`src/shared/codec_params.svh`:
```
// Constants for the delta-sigma to companded code converter
`ifndef CODEC_PARAMS_SVH
`define CODEC_PARAMS_SVH

// ----------------------------------------
// Timing
// ----------------------------------------
`define CDC_FRAME_US 125
`define CDC_MAIN_KHZ 2048
`define CDC_FRAME_TICKS (`CDC_FRAME_US * `CDC_MAIN_KHZ / 1000)
`define CDC_BIT_TICKS (`CDC_FRAME_TICKS / 8)
`define CDC_BIT_CENTRE 5'h10
`define CDC_LAST_TICK 8'hFF

// ----------------------------------------
// Code layout and reset values
// ----------------------------------------
`define CDC_SIGN_BIT 7
`define CDC_INV_MASK 8'h55
`define CDC_IDLE_CODE 8'hFF
`define CDC_LIN_OFFSET 14'h1000
`define CDC_MU_CLAMP 13'h1FDE
`define CDC_MU_BIAS 13'h0021
`define CDC_MOD_FULL 16'sh2000

`endif

```
`src/shared/codec_pkg.sv`:
```
// Types shared by the code converter
package codec_pkg;
    typedef logic [7:0] code_type;
    typedef logic signed [13:0] lin_type;
    typedef enum logic [1:0]
    {
        TIMING_EXT = 2'b01,
        TIMING_INT = 2'b10
    } timing_type;
endpackage

```
`src/core/pcm_delta_sigma_code_converter.sv`:
```
// Encoder and decoder halves of the delta-sigma / companded code converter
`timescale 1ns/1ps
`default_nettype none
`include "codec_params.svh"

module pcm_delta_sigma_code_converter
(
    // System
    input wire logic clk_in,
    input wire logic sys_rst_in,
    // Static selects
    input wire logic interface_timing_select_in,
    input wire logic digit_inversion_select_in,
    input wire logic law_select_in,
    input wire logic decoder_delay_sel_msb_in,
    input wire logic decoder_delay_sel_lsb_in,
    // Encoder side
    input wire logic encoder_main_clock_in,
    input wire logic encoder_shift_clock_in,
    input wire logic encoder_frame_pulse_in,
    input wire logic pulse_density_in,
    input wire logic signalling_in,
    output logic serial_code_out,
    output logic noise_shaping_out,
    output logic sign_bit_out,
    // Decoder side
    input wire logic decoder_main_clock_in,
    input wire logic decoder_shift_clock_in,
    input wire logic decoder_frame_pulse_in,
    input wire logic serial_code_in,
    input wire logic modulator_test_reset_in,
    output logic signalling_out,
    output logic pulse_density_out
);
    import codec_pkg::*;

    // ----------------------------------------
    // Companding functions
    // ----------------------------------------
    function automatic code_type compress(input lin_type lin, input logic mu);
        logic neg;
        logic [12:0] mag;
        logic [12:0] m;
        logic [2:0] seg;
        logic [3:0] mant;
        neg = lin[13];
        mag = neg ? 13'(-lin) : lin[12:0];
        seg = 3'h0;
        if (mu)
        begin
            m = (mag > `CDC_MU_CLAMP) ? 13'h1FFF : 13'(mag + `CDC_MU_BIAS);
            for (int i = 0; i < 8; i++)
                if (m[i + 5])
                    seg = 3'(i);
            mant = 4'(m >> (seg + 3'h1));
            compress = ~{neg, seg, mant};
        end
        else
        begin
            // A-law works on 12-bit magnitude
            m = {1'b0, mag[12:1]};
            for (int i = 1; i < 8; i++)
                if (m[i + 4])
                    seg = 3'(i);
            mant = (seg == 3'h0) ? 4'(m >> 1) : 4'(m >> seg);
            compress = {~neg, seg, mant};
        end
    endfunction

    function automatic lin_type expand(input code_type code, input logic mu);
        code_type c;
        logic neg;
        logic [13:0] t;
        c = mu ? ~code : code;
        neg = mu ? c[7] : ~c[7];
        if (mu)
            t = 14'(({10'h0, c[3:0]} << 1) + 14'h0021) << c[6:4];
        else if (c[6:4] == 3'h0)
            t = {9'h0, c[3:0], 1'b1};
        else
            t = {8'h0, 1'b1, c[3:0], 1'b1} << (c[6:4] - 3'h1);
        if (mu)
            t = t - 14'h0021;
        else
            t = t << 1;
        expand = neg ? lin_type'(-t) : lin_type'(t);
    endfunction

    // ----------------------------------------
    // Common
    // ----------------------------------------
    timing_type timing;
    logic [1:0] dec_delay;
    assign timing = interface_timing_select_in ? TIMING_INT : TIMING_EXT;
    assign dec_delay = {decoder_delay_sel_msb_in, decoder_delay_sel_lsb_in};

    // ----------------------------------------
    // Encoder timing
    // ----------------------------------------
    logic enc_clk_q_r;
    logic enc_fp_q_r;
    logic sce_q_r;
    logic [7:0] enc_cnt_r;
    logic [7:0] enc_cnt_nxt;
    logic enc_tick;
    logic frame_start;
    logic sce_rise;

    // Each half's frame counter steps only on its own main clock edge
    assign enc_tick = encoder_main_clock_in & ~enc_clk_q_r;
    assign sce_rise = encoder_shift_clock_in & ~sce_q_r;
    // The counter flywheels if a frame pulse goes missing
    assign frame_start = enc_tick & ((encoder_frame_pulse_in & ~enc_fp_q_r)
        | (enc_cnt_r == `CDC_LAST_TICK));
    assign enc_cnt_nxt = frame_start ? 8'h00 : 8'(enc_cnt_r + 8'h01);

    always_ff @(posedge clk_in)
    begin
        if (sys_rst_in)
        begin
            enc_clk_q_r <= 1'b0;
            sce_q_r <= 1'b0;
            enc_fp_q_r <= 1'b0;
            enc_cnt_r <= 8'h00;
        end
        else
        begin
            enc_clk_q_r <= encoder_main_clock_in;
            sce_q_r <= encoder_shift_clock_in;
            if (enc_tick)
            begin
                enc_fp_q_r <= encoder_frame_pulse_in;
                enc_cnt_r <= enc_cnt_nxt;
            end
        end
    end

    // ----------------------------------------
    // Encoder conversion
    // ----------------------------------------
    logic [8:0] ones_r;
    code_type enc_raw_r;
    code_type enc_word_r;
    code_type raw_new;
    code_type word_new;
    lin_type enc_lin;

    assign enc_lin = lin_type'({ones_r, 5'h00} - `CDC_LIN_OFFSET);
    assign raw_new = compress(enc_lin, law_select_in);
    assign word_new = digit_inversion_select_in ? (raw_new ^ `CDC_INV_MASK)
        : raw_new;

    always_ff @(posedge clk_in)
    begin
        if (sys_rst_in)
        begin
            ones_r <= 9'h000;
            enc_raw_r <= `CDC_IDLE_CODE;
            enc_word_r <= `CDC_IDLE_CODE;
        end
        else if (frame_start)
        begin
            ones_r <= {8'h00, pulse_density_in};
            enc_raw_r <= raw_new;
            enc_word_r <= word_new;
        end
        else if (enc_tick)
            ones_r <= 9'(ones_r + {8'h00, pulse_density_in});
    end

    // ----------------------------------------
    // Encoder serial output
    // ----------------------------------------
    code_type tx_sr_r;
    logic [3:0] tx_cnt_r;
    code_type word_cur;
    assign word_cur = frame_start ? word_new : enc_word_r;

    always_ff @(posedge clk_in)
    begin
        if (sys_rst_in)
        begin
            tx_sr_r <= `CDC_IDLE_CODE;
            tx_cnt_r <= 4'h8;
        end
        else if (frame_start)
        begin
            tx_sr_r <= word_new;
            tx_cnt_r <= 4'h0;
        end
        else if (sce_rise && tx_cnt_r != 4'h8)
        begin
            tx_sr_r <= {tx_sr_r[6:0], 1'b0};
            tx_cnt_r <= 4'(tx_cnt_r + 4'h1);
        end
    end

    always_ff @(posedge clk_in)
    begin
        if (sys_rst_in)
            serial_code_out <= 1'b1;
        else if (timing == TIMING_INT)
        begin
            if (enc_tick)
                serial_code_out <= word_cur[3'(7 - enc_cnt_nxt[7:5])];
        end
        else if (sce_rise && !frame_start)
            serial_code_out <= (tx_cnt_r != 4'h8) ? tx_sr_r[7]
                : signalling_in;
    end

    always_ff @(posedge clk_in)
    begin
        if (sys_rst_in)
        begin
            noise_shaping_out <= 1'b0;
            sign_bit_out <= 1'b0;
        end
        else
        begin
            if (enc_tick)
                noise_shaping_out <= ~enc_cnt_nxt[7];
            sign_bit_out <= enc_raw_r[`CDC_SIGN_BIT];
        end
    end

    // ----------------------------------------
    // Decoder input
    // ----------------------------------------
    logic dec_clk_q_r;
    logic scd_q_r;
    logic [7:0] dec_cnt_r;
    code_type rx_sr_r;
    code_type dec_code_r;
    logic dec_new_r;
    logic dec_tick;
    logic scd_rise;
    logic [7:0] dec_phase;
    logic int_sample;
    logic ext_sample;
    code_type rx_shift;

    assign dec_tick = decoder_main_clock_in & ~dec_clk_q_r;
    assign scd_rise = decoder_shift_clock_in & ~scd_q_r;
    assign dec_phase = 8'(dec_cnt_r - {1'b0, dec_delay, 5'h00});
    assign int_sample = (timing == TIMING_INT) && dec_tick
        && dec_phase[4:0] == `CDC_BIT_CENTRE;
    assign ext_sample = (timing == TIMING_EXT) && scd_rise;
    assign rx_shift = {rx_sr_r[6:0], serial_code_in};

    always_ff @(posedge clk_in)
    begin
        if (sys_rst_in)
        begin
            dec_clk_q_r <= 1'b0;
            scd_q_r <= 1'b0;
            dec_cnt_r <= 8'h00;
            rx_sr_r <= `CDC_IDLE_CODE;
            dec_code_r <= `CDC_IDLE_CODE;
            dec_new_r <= 1'b0;
        end
        else
        begin
            dec_clk_q_r <= decoder_main_clock_in;
            scd_q_r <= decoder_shift_clock_in;
            dec_new_r <= 1'b0;
            if (dec_tick)
                dec_cnt_r <= 8'(dec_cnt_r + 8'h01);
            if (int_sample || ext_sample)
                rx_sr_r <= rx_shift;
            // Phase slot 7 holds the last bit, so bit 1 lands in the top position
            if ((int_sample && dec_phase[7:5] == 3'h7)
                || (ext_sample && decoder_frame_pulse_in))
            begin
                dec_code_r <= rx_shift;
                dec_new_r <= 1'b1;
            end
        end
    end

    always_ff @(posedge clk_in)
    begin
        if (sys_rst_in)
            signalling_out <= 1'b0;
        else if (ext_sample)
            signalling_out <= serial_code_in;
    end

    // ----------------------------------------
    // Decoder expansion and modulator
    // ----------------------------------------
    lin_type dec_lin_r;
    logic signed [15:0] acc_r;
    logic signed [15:0] acc_nxt;
    code_type dec_plain;

    assign dec_plain = digit_inversion_select_in ? (dec_code_r ^ `CDC_INV_MASK) : dec_code_r;
    // Feedback of full scale keeps the accumulator bounded for any legal code
    assign acc_nxt = 16'(acc_r + 16'(dec_lin_r)
        - (pulse_density_out ? `CDC_MOD_FULL : -`CDC_MOD_FULL));

    always_ff @(posedge clk_in)
    begin
        if (sys_rst_in)
            dec_lin_r <= 14'h0000;
        else if (dec_new_r)
            dec_lin_r <= expand(dec_plain, law_select_in);
    end

    always_ff @(posedge clk_in)
    begin
        if (sys_rst_in || modulator_test_reset_in)
        begin
            acc_r <= 16'sh0000;
            pulse_density_out <= 1'b0;
        end
        else if (dec_tick)
        begin
            acc_r <= acc_nxt;
            pulse_density_out <= ~acc_nxt[15];
        end
    end

    // ----------------------------------------
    // Checks
    // ----------------------------------------
    a_frame_wrap: assert property (@(posedge clk_in) disable iff (sys_rst_in)
        frame_start |=> enc_cnt_r == 8'h00 && enc_word_r == $past(word_new))
        else $error("codeword not taken at frame start");

    a_adi_off: assert property (@(posedge clk_in) disable iff (sys_rst_in)
        frame_start && !digit_inversion_select_in |=> enc_word_r == enc_raw_r)
        else $error("inversion applied while disabled");

    a_int_bit: assert property (@(posedge clk_in) disable iff (sys_rst_in)
        enc_tick && timing == TIMING_INT && !frame_start && enc_cnt_r[4:0] == 5'h1F
        |=> serial_code_out == enc_word_r[3'(7 - enc_cnt_r[7:5])])
        else $error("internal serial bit wrong");

    a_sig_merge: assert property (@(posedge clk_in) disable iff (sys_rst_in)
        timing == TIMING_EXT && sce_rise && !frame_start && tx_cnt_r == 4'h8
        |=> serial_code_out == $past(signalling_in))
        else $error("signalling bit not merged");

    a_shaping_rate: assert property (@(posedge clk_in) disable iff (sys_rst_in)
        frame_start |=> noise_shaping_out)
        else $error("shaping wave not high at frame start");

    a_sign_track: assert property (@(posedge clk_in) disable iff (sys_rst_in)
        frame_start |=> ##1 sign_bit_out == enc_raw_r[`CDC_SIGN_BIT])
        else $error("sign output stale");

    a_dec_delay: assert property (@(posedge clk_in) disable iff (sys_rst_in)
        int_sample |-> dec_cnt_r[4:0] == `CDC_BIT_CENTRE
        && dec_phase[7:5] == 3'(dec_cnt_r[7:5] - {1'b0, dec_delay}))
        else $error("decoder sample phase wrong");

    a_ext_latch: assert property (@(posedge clk_in) disable iff (sys_rst_in)
        ext_sample && decoder_frame_pulse_in |=> dec_new_r && dec_code_r == $past(rx_shift)
        ##1 dec_lin_r == expand(dec_plain, law_select_in))
        else $error("external codeword not latched");

    a_mod_reset: assert property (@(posedge clk_in) disable iff (sys_rst_in)
        modulator_test_reset_in |=> acc_r == 16'sh0000 && !pulse_density_out)
        else $error("modulator not cleared");

endmodule // pcm_delta_sigma_code_converter
`default_nettype wire

```
`config.mk`:
```
export PLATFORM = sky130hd
export DESIGN_NAME = pcm_delta_sigma_code_converter
export DESIGN_NICKNAME = d
export VERILOG_FILES = /design/src/shared/codec_pkg.sv /design/src/core/pcm_delta_sigma_code_converter.sv
export VERILOG_INCLUDE_DIRS = /design/src /design/src/shared
export SDC_FILE = /design/constraint.sdc
export NUM_CORES = 1
export LEC_CHECK = 0
export BUFFER_PORTS_ARGS = -buffer_cell sky130_fd_sc_hd__buf_2
export CORE_UTILIZATION = 55
export CTS_BUF_LIST = sky130_fd_sc_hd__clkbuf_4
export DETAILED_ROUTE_END_ITERATION = 12
export GPL_TIMING_DRIVEN = 1
export PLACE_DENSITY = 0.72
export SYNTH_ARGS = -nofsm -noshare
export SYNTH_HDL_FRONTEND = slang
export SYNTH_SLANG_ARGS = --single-unit
export TNS_END_PERCENT = 5
```
`constraint.sdc`:
```
create_clock -name clk_in -period 12.15 [get_ports clk_in]
set_input_delay 2.43 -clock clk_in [delete_from_list [all_inputs] [get_ports clk_in]]
set_output_delay 2.43 -clock clk_in [all_outputs]
set_load 0.1 [all_outputs]
```
* After elaboration in Yosys (flattened, before gate mapping) *
Cells that the tools add are included.

storage, ports and cells
  flip-flop bits (word level) = 109
  latch bits = 0
  memory bits (writable) = 0
  bits in read-only memories = 0
  input port bits = 17
  output and inout port bits = 5
  memories kept = 0

cells by class
  add/subtract/negate cells = 16
  $mul = 0
  div/mod/pow operators = 0
  magnitude comparators = 2
  equality and inequality tests = 7
  shifts and indexed selects = 4
  mux-type cells = 49
  bitwise operators = 20
  reductions and logical operators = 18

operators by type and width
  cell                                                  number
  two-way mux 14 bit                                    8
  two-way mux 8 bit                                     6
  two-way mux 3 bit                                     14
  two-way mux 13 bit                                    2
  adder 16 x 14 -> 16 bit                               1
  adder 8 x 1 -> 8 bit (second input constant)          2
  two-way mux 16 bit                                    1
  inverter 8 bit                                        2
  subtractor 16 bit                                     1
  two-way mux 7 bit                                     2
  negation 14 bit                                       1
  << shifter 6 x 3 -> 14 bit                            1
  << shifter 7 x 3 -> 14 bit                            1
  subtractor 14 x 13 -> 14 bit (second input constant)  1
  subtractor 14 x 6 -> 14 bit (second input constant)   1
  adder 13 x 6 -> 13 bit (second input constant)        1
  > comparator 13 bit (second input constant)           1
  negation 13 bit                                       1
  right shift 13 x 3 -> 4 bit                           1
  two-way mux 4 bit                                     3
  right shift 12 x 3 -> 4 bit                           1
  two-way mux 1 bit                                     11
  adder 9 x 1 -> 9 bit                                  1
  inverter 1 bit                                        9
  other kinds (26)                                      43

* Longest topological paths before layout *
Gate-level depths: netlist of run 1.

  word-level depth = 24
  mapped depth = 26
  gate-level depth less buffers = 20

* Worst setup path before layout of run 1 *
Ideal clock, no wire load.

  path type = input to register
  start = input law_select_in
  end = register dec_lin_r[10]
  library setup time = 0.095 ns
  data arrival time = 7.872 ns
  slack = 4.182 ns
  cell stages on the path = 26
  buffers on the path = 8
  cells stage by stage = buf_2 -> buf_2 -> clkbuf_1 -> buf_1 -> buf_1 -> buf_1 -> clkbuf_1 -> xor2_1 -> inv_1 -> ha_1 -> ha_1 -> clkbuf_1 -> nand2_1 -> nor2_1 -> a32oi_1 -> nor2_1 -> nor2_1 -> ha_1 -> and3_1 -> nand3_1 -> mux2_2 -> a22oi_1 -> and3_1 -> nand4_1 -> or4b_1 -> o311ai_1

on the way
  longest elaborated chain between the ends = 13

RTL lines
  what                         line                                   RTL
  start, declared              pcm_delta_sigma_code_converter.sv:14   input wire logic law_select_in,
  two-way mux 8 bit            pcm_delta_sigma_code_converter.sv:74   c = mu ? ~code : code;
  subtractor 3 x 1 -> 3 bit    pcm_delta_sigma_code_converter.sv:81   t = {8'h0, 1'b1, c[3:0], 1'b1} << (c[6:4] - 3'h1);
  << shifter 6 x 3 -> 14 bit   pcm_delta_sigma_code_converter.sv:81
  two-way mux 14 bit           pcm_delta_sigma_code_converter.sv:78   else if (c[6:4] == 3'h0)
  two-way mux 14 bit           pcm_delta_sigma_code_converter.sv:76   if (mu)
  two-way mux 14 bit           pcm_delta_sigma_code_converter.sv:306  else if (dec_new_r)
  two-way mux 14 bit           pcm_delta_sigma_code_converter.sv:304  if (sys_rst_in)
  subtractor 14 x 6 -> 14 bit  pcm_delta_sigma_code_converter.sv:83   t = t - 14'h0021;
  two-way mux 14 bit           pcm_delta_sigma_code_converter.sv:82   if (mu)
  two-way mux 14 bit           pcm_delta_sigma_code_converter.sv:306
  two-way mux 14 bit           pcm_delta_sigma_code_converter.sv:304
  negation 14 bit              pcm_delta_sigma_code_converter.sv:86   expand = neg ? lin_type'(-t) : lin_type'(t);
  two-way mux 14 bit *         pcm_delta_sigma_code_converter.sv:86
  end signal, assigned         pcm_delta_sigma_code_converter.sv:307  dec_lin_r <= expand(dec_plain, law_select_in);
  end, declared                pcm_delta_sigma_code_converter.sv:292  lin_type dec_lin_r;

Mark *: on every way between the ends. The rest lies on a longest branch, timed or not. The select of a mux whose other input is x is not followed.
A chain may end at the register's enable or synchronous reset.

* Worst setup path after layout of run 1 *
Same ends and word-level chain as after synthesis.

==> impl_metrics.tcl, run 1 <==
set metrics [dict create \
    cpPeakStageDelay_ns 0.59 \
    die_area_mm2 0.01546 \
    slew_viol_final 0 \
    relSlewSlack 0.3530 \
    post-route-drc-count 0 \
    cts_buffer_depth 2 \
    via_per_inst 5.981 \
    cts_sinks 102 \
    peakVddDrop_uv 43.34 \
    final_cell_mix "126 x nand2_1, 104 x nor2_1, 102 x dfxtp_1" \
    syn-instance-count 1097 \
    fin_nets 1137 \
    post_drt_wl_per_cell_um 15.04 \
    grt_pass1_vias 6635 \
    numCtsBuffers 9 \
    yosysSeqAreaShare 0.2481 \
    final.setup.tns_ns 0 \
    drive_gt1_frac 0.07156 \
    fill_cells 1377 \
    fin_crit_sh 0.5975 \
    ys_seq_elements 102 \
    core.rowCount 44 \
    yosys.area.top_type "dfxtp_1" \
    post-place-cells 1245 \
    clkTransAtPathRegs_ns 0.14 \
    multi_input_comb_area_mm2 0.005588 \
    synthArstFlopShare 0 \
    fin_worst_skew_ns 0.01306 \
    regArea_mm2 0.002042 \
    run_status "complete, no violations" \
    area_growth_pct 2.706 \
    cts_tree "yes" \
    critPathKind "input pin to register" \
    post_cts_buffers 0 \
    ys_types 84 \
    cts_root_buffer "clkbuf_4" \
    synth_edf_count 0 \
    cts-hold-fix-buffers 0 \
    syn-cell-area_mm2 0.008230 \
    power_density_mw_per_mm2 104.6 \
    critPathBufInv 4 \
    worstPathMaxFanout 64 \
    drt.antenna.violating_nets 0 \
    slowest_stage "or4b_1" \
    place.port_buffers 21 \
    die_y_um 124.3 \
    initial_core_util 0.5642 \
    cp_cell_sequence "buf_2 > buf_4 > inv_1 > xnor2_1 > inv_1 > ha_1 > nand2_1 > nor2_1 > a32oi_1 > nor2_1 > nor2_1 > ha_1 > and3_1 > nand3_1 > mux2_2 > a22oi_1 > and3_1 > nand4_1 > or4b_1 > o311ai_1" \
    gp_congestion 0.9212 \
    setup_violations 0 \
    place_hpwl_um 13900 \
    die_x_um 124.3 \
    post-route-util 0.5794 \
    wl_um 18970 \
    dp_slack_ns 4.517 \
    synth_ff_type "dfxtp_1" \
    arrival_ns 7.62 \
    final_common_cell "nand2_1" \
    track_usage 0.2454 \
    finalInstanceArea_mm2 0.008453 \
    cts_resized 0 \
    grt_max_degree 65 \
    synth_nets 1162 \
    first_iter_violations 696 \
    path_common_cell "nor2_1" \
    maxCapViolations 0 \
    hold_violations 0 \
    holdCritPathClass "register to register" \
    fmax_mhz 137.7 \
    path_delay_family "simple AND/OR/NAND/NOR gates" \
    routed-wl-met3_um 778 \
    num_vias 7542 \
    htree_levels 3 \
    avgSynthCellArea_um2 7.503 \
    cp-start-kind "input pin" \
    yosysWarnings 0 \
    top_layer "met4" \
    endpoint_kind "register" \
    p_leak_nw 3.370 \
    wl_met1_um 9960 \
    fp.coreArea_mm2 0.01459 \
    antenna_found_initial 1 \
    synth_top_cell_area_share 0.2481 \
    netlist_top_cells_area "dfxtp_1 25%, ha_1 7.0%, nand2_1 5.7%, nor2_1 4.7%, mux2i_1 4.4%" \
    final_cells 1261 \
    clkLatencyLatePin_ns 0.45 \
    placed_area_mm2 0.008342 \
    wl_met2_um 8061 \
    gr-total-overflow 0 \
    worstMarginPinSlew_ns 0.9704 \
    rsz0062_at_grt "no" \
    ios 22 \
    required_ns 12.51 \
    dr.pass1.iters 5 \
    setup_ws_ns 4.890 \
    grt_pass1_wl_um 32240 \
    period_needed_ns 7.260 \
]
-- worst reg2reg max path, cell delays in order (launching register included) --
cell and delay (ns):
dfxtp_1 0.74, inv_1 0.30, ha_1 0.40, nor3b_1 0.19, or3_1 0.35, a222oi_1 0.85
nand2_1 0.16, mux2i_1 0.15, a21oi_1 0.26, and3_1 0.41, clkinv_4 0.13, ha_1 0.26
o311ai_0 0.20, o211ai_2 0.28, or3_1 0.39, mux4_2 0.48, nand3_2 0.12, mux2i_1 0.32
nor3_2 0.07
-- per-stage QoR --
step,hold WS (ns),power (mW)
6_report,0.4623,0.8841
2_1_floorplan,0.4207,0.6647
3_5_place_dp,0.4396,0.7325
5_1_grt,0.4785,0.9495
3_3_place_gp,0.4309,0.7309
4_1_cts,0.4654,0.8842
-- per-layer routing --
| metal | up-vias | track usage |
|---|---|---|
| li1 | 3887 | - |
| met1 | 3464 | 0.3785 |
| met2 | 177 | 0.3627 |
| met3 | 14 | 0.02577 |
| met4 | 0 | 0.05528 |
| met5 | - | 0 |
-- flip-flops by register name (all words and copies together) (netlist names), 4 cells and up --
| name | count |
|---|---|
| acc_r | 16 |
| dec_lin_r | 14 |
| ones_r | 9 |
| dec_cnt_r | 8 |
| dec_code_r | 8 |
| enc_cnt_r | 8 |
| enc_word_r | 8 |
| tx_sr_r | 8 |
| rx_sr_r | 7 |
| tx_cnt_r | 4 |
-- cell families after synthesis --
group	Yosys count	synth area share
flops	102	0.2481
fa+ha+maj	48	0.07479
buf+inv	148	0.07297
mux	49	0.06704
simple gates	410	0.2407
compound gates	283	0.2358
xor+xnor	57	0.06066
-- cell usage after synthesis (4+ instances only) --
cell         n
nand2_1    126
nor2_1     104
dfxtp_1    102
inv_1       82
a21oi_1     67
o21ai_0     52
ha_1        46
clkbuf_1    45
mux2i_1     36
xnor2_1     36
nand3_1     33
nor3_1      27
xor2_1      21
a211oi_1    17
a31oi_1     15
and3_1      15
nor2b_1     15
o211ai_1    15
nand4_1     14
nand2b_1    13
o31ai_1     12
and2_1      11
or3_1       10
a21o_1       9
a22oi_1      9
mux2_2       9
buf_2        8
buf_1        7
a311oi_1     6
nand3b_1     6
a31o_2       5
and4_1       5
nor4_1       5
o221ai_1     5
o311ai_0     5
or2_2        5
a211o_1      4
a311o_1      4
mux4_2       4
nor3b_1      4
o2111ai_1    4
o21a_1       4
-- final cells by class --
cell class                      instances  area share
Multi-Input combinational cell        847      0.6610
Inverter                               83     0.03745
Tap cell                              184     0.02724
Clock inverter                          5    0.003996
Antenna cell                            1   0.0002960
Sequential cell                       102      0.2416
Timing Repair Buffer                   29     0.01954
Clock buffer                           10    0.008881
-- power by group --
group          internal (mW)  switching (mW)  total [mW]
registers              0.349          0.0124       0.362
clock network         0.0439           0.108       0.152
logic                  0.145           0.226       0.370
total                  0.538           0.346       0.884
-- final timing paths --
path	cells past startpoint	end	slack (ns)	from
hold / removal	2	acc_r[5]	0.46	acc_r[5]
setup / recovery	20	dec_lin_r[10]	4.89	law_select_in
hold reg to reg	2	acc_r[5]	0.46	acc_r[5]
setup reg to reg	18	enc_word_r[2]	5.98	ones_r[0]
Power figures use the tool's default switching activity.
==> inputs of run 2 (changes only) <==
==> constraint.sdc (replaced) <==
create_clock -name clk_in -period 6.8 [get_ports clk_in]
set_input_delay 1.36 -clock clk_in [delete_from_list [all_inputs] [get_ports clk_in]]
set_output_delay 1.36 -clock clk_in [all_outputs]
set_load 0.1 [all_outputs]
==> run 2 against run 1 <==
Die area stayed put. Sequential power is 78% higher. Setup slack worse by 3.6 ns. Core utilization is 0.30 points higher. First-iteration DRC count is 20% higher. Flip-flop and latch count stayed put. Highest routed layer unchanged.
==> impl_metrics.tcl, run 2 (synthesis gave the netlist of run 1 again) <==
set metrics [dict create \
    run_status "complete, no violations" \
    wl_um 19280 \
    hold_violations 0 \
    power_frac_comb 0.419 \
    fmax_mhz 181.5 \
    p_int_mw 0.9620 \
    ios 22 \
    cts_resized 0 \
    largest_reg_flops 16 \
    swShare 0.3975 \
    regArea_mm2 0.002042 \
    clkPwrFrac 0.177 \
    maxCapViolations 0 \
    cts_buffer_depth 2 \
    fp.coreArea_mm2 0.01459 \
    htree_levels 3 \
    period_needed_ns 5.508 \
    whs_ns 0.4625 \
    via_per_inst 6.030 \
    place.port_buffers 21 \
    cp-start-kind "input pin" \
    num_vias 7640 \
    first_iter_violations 837 \
    setup_violations 0 \
    initial_core_util 0.5642 \
    die_area_mm2 0.01546 \
    place_hpwl_um 14170 \
    numCtsBuffers 9 \
    core.rowCount 44 \
    worstMarginPinSlew_ns 0.8414 \
    grt_max_degree 63 \
    post_drt_wl_per_cell_um 15.22 \
    reg2reg_slack_ns 1.44 \
    worstPathMaxFanout 29 \
    dr.pass1.iters 5 \
    gr-total-overflow 0 \
    post_cts_buffers 0 \
    top_register "acc_r" \
    die_y_um 124.3 \
    fin_worst_skew_ns 0.01938 \
    largestRegisters "acc_r (16), dec_lin_r (14), ones_r (9)" \
    cts_root_buffer "clkbuf_4" \
    power_frac_seq 0.404 \
    final_common_cell "nand2_1" \
    clkTransAtPathRegs_ns 0.16 \
    final.setup.tns_ns 0 \
    drive_gt1_frac 0.07671 \
    clkLatencyLatePin_ns 0.47 \
    area_growth_pct 3.238 \
    fin_nets 1142 \
    cts_tree "yes" \
    antenna_found_initial 1 \
    p_leak_nw 3.404 \
    post-route-drc-count 0 \
    required_ns 7.17 \
    cts-hold-fix-buffers 0 \
    fill_cells 1380 \
    multi_input_comb_area_mm2 0.005588 \
    holdCritPathClass "register to register" \
    switching_power_mw 0.6348 \
    fin_crit_sh 0.8100 \
    cts_sinks 102 \
    rsz0062_at_grt "no" \
    track_usage 0.2511 \
    power_density_mw_per_mm2 187.9 \
    final_cells 1267 \
    post-place-cells 1250 \
    slew_viol_final 0 \
    final_cell_mix "126 x nand2_1, 104 x nor2_1, 102 x dfxtp_1" \
    post-route-util 0.5824 \
    drt.antenna.violating_nets 0 \
    endpoint_kind "register" \
    relSlewSlack 0.4230 \
    critPathKind "input pin to register" \
    peakVddDrop_uv 81.89 \
    arrival_ns 5.88 \
    die_x_um 124.3 \
    power_mw 1.597 \
    grt_pass1_wl_um 32820 \
    gp_congestion 0.8982 \
    grt_pass1_vias 6699 \
]
==> run 2: cell count changes in the layout (fill, tap and decap cells not counted), sizes merged <==
cell      change
clkinvlp      -1
buf           +5
clkinv        +3
clkbuf        -1
==> run 2: cell type report <==
| type | count | share of cell area |
|---|---|---|
| clock inverters | 7 | 0.005596 |
| repair buffers | 34 | 0.02386 |
| multi-input cells | 847 | 0.6576 |
| clock buffers | 9 | 0.007952 |
| diodes | 1 | 0.0002945 |
| well taps | 184 | 0.02709 |
| inverters | 83 | 0.03726 |
| flip-flops and latches | 102 | 0.2403 |
==> run 2: path summary, 6_finish.rpt <==
kind,startpoint,end,depth (start not counted)
hold / removal,acc_r[2],acc_r[2],2
hold reg to reg,acc_r[2],acc_r[2],2
setup / recovery,digit_inversion_select_in,dec_lin_r[10],19
setup reg to reg,ones_r[1],tx_sr_r[0],19
==> run 2: metal layers <==
metal,global-route usage,share of wire
met5,0,0
met4,0.06875,0.015
met3,0.02062,0.044
met2,0.3737,0.42
met1,0.3841,0.52
==> run 2: stage by stage <==
| stage | setup WS [ns] | area [µm²] |
|---|---|---|
| 4_1_cts | 1.342 | 8494 |
| 3_3_place_gp | 0.9690 | 8379 |
| 3_5_place_dp | 0.8437 | 8379 |
| 6_report | 1.292 | 8497 |
| 2_1_floorplan | 0.007288 | 8232 |
| 5_1_grt | 0.8376 | 8497 |
==> run 2: worst max-delay path: stages <==
cell and delay (ns):
buf_2 0.11, buf_4 0.22, xnor2_1 0.53, xnor2_1 0.13, ha_1 0.53, nand2_1 0.12
nor2_1 0.18, a32oi_1 0.12, nor2_1 0.13, nor2_1 0.05, ha_1 0.28, and3_1 0.19
nand3_1 0.09, mux2_2 0.31, a22oi_1 0.26, and3_1 0.26, nand4_1 0.27, or4b_1 0.59
o311ai_1 0.09
==> run 2: power by group through the flow <==
stage | registers [mW] | logic, mW | clock network (mW)
2_1_floorplan | 0.664 | 0.524 | 0
3_3_place_gp | 0.657 | 0.653 | 0
3_5_place_dp | 0.657 | 0.658 | 0
4_1_cts | 0.645 | 0.662 | 0.292
5_1_grt | 0.649 | 0.752 | 0.310
6_report | 0.645 | 0.669 | 0.283
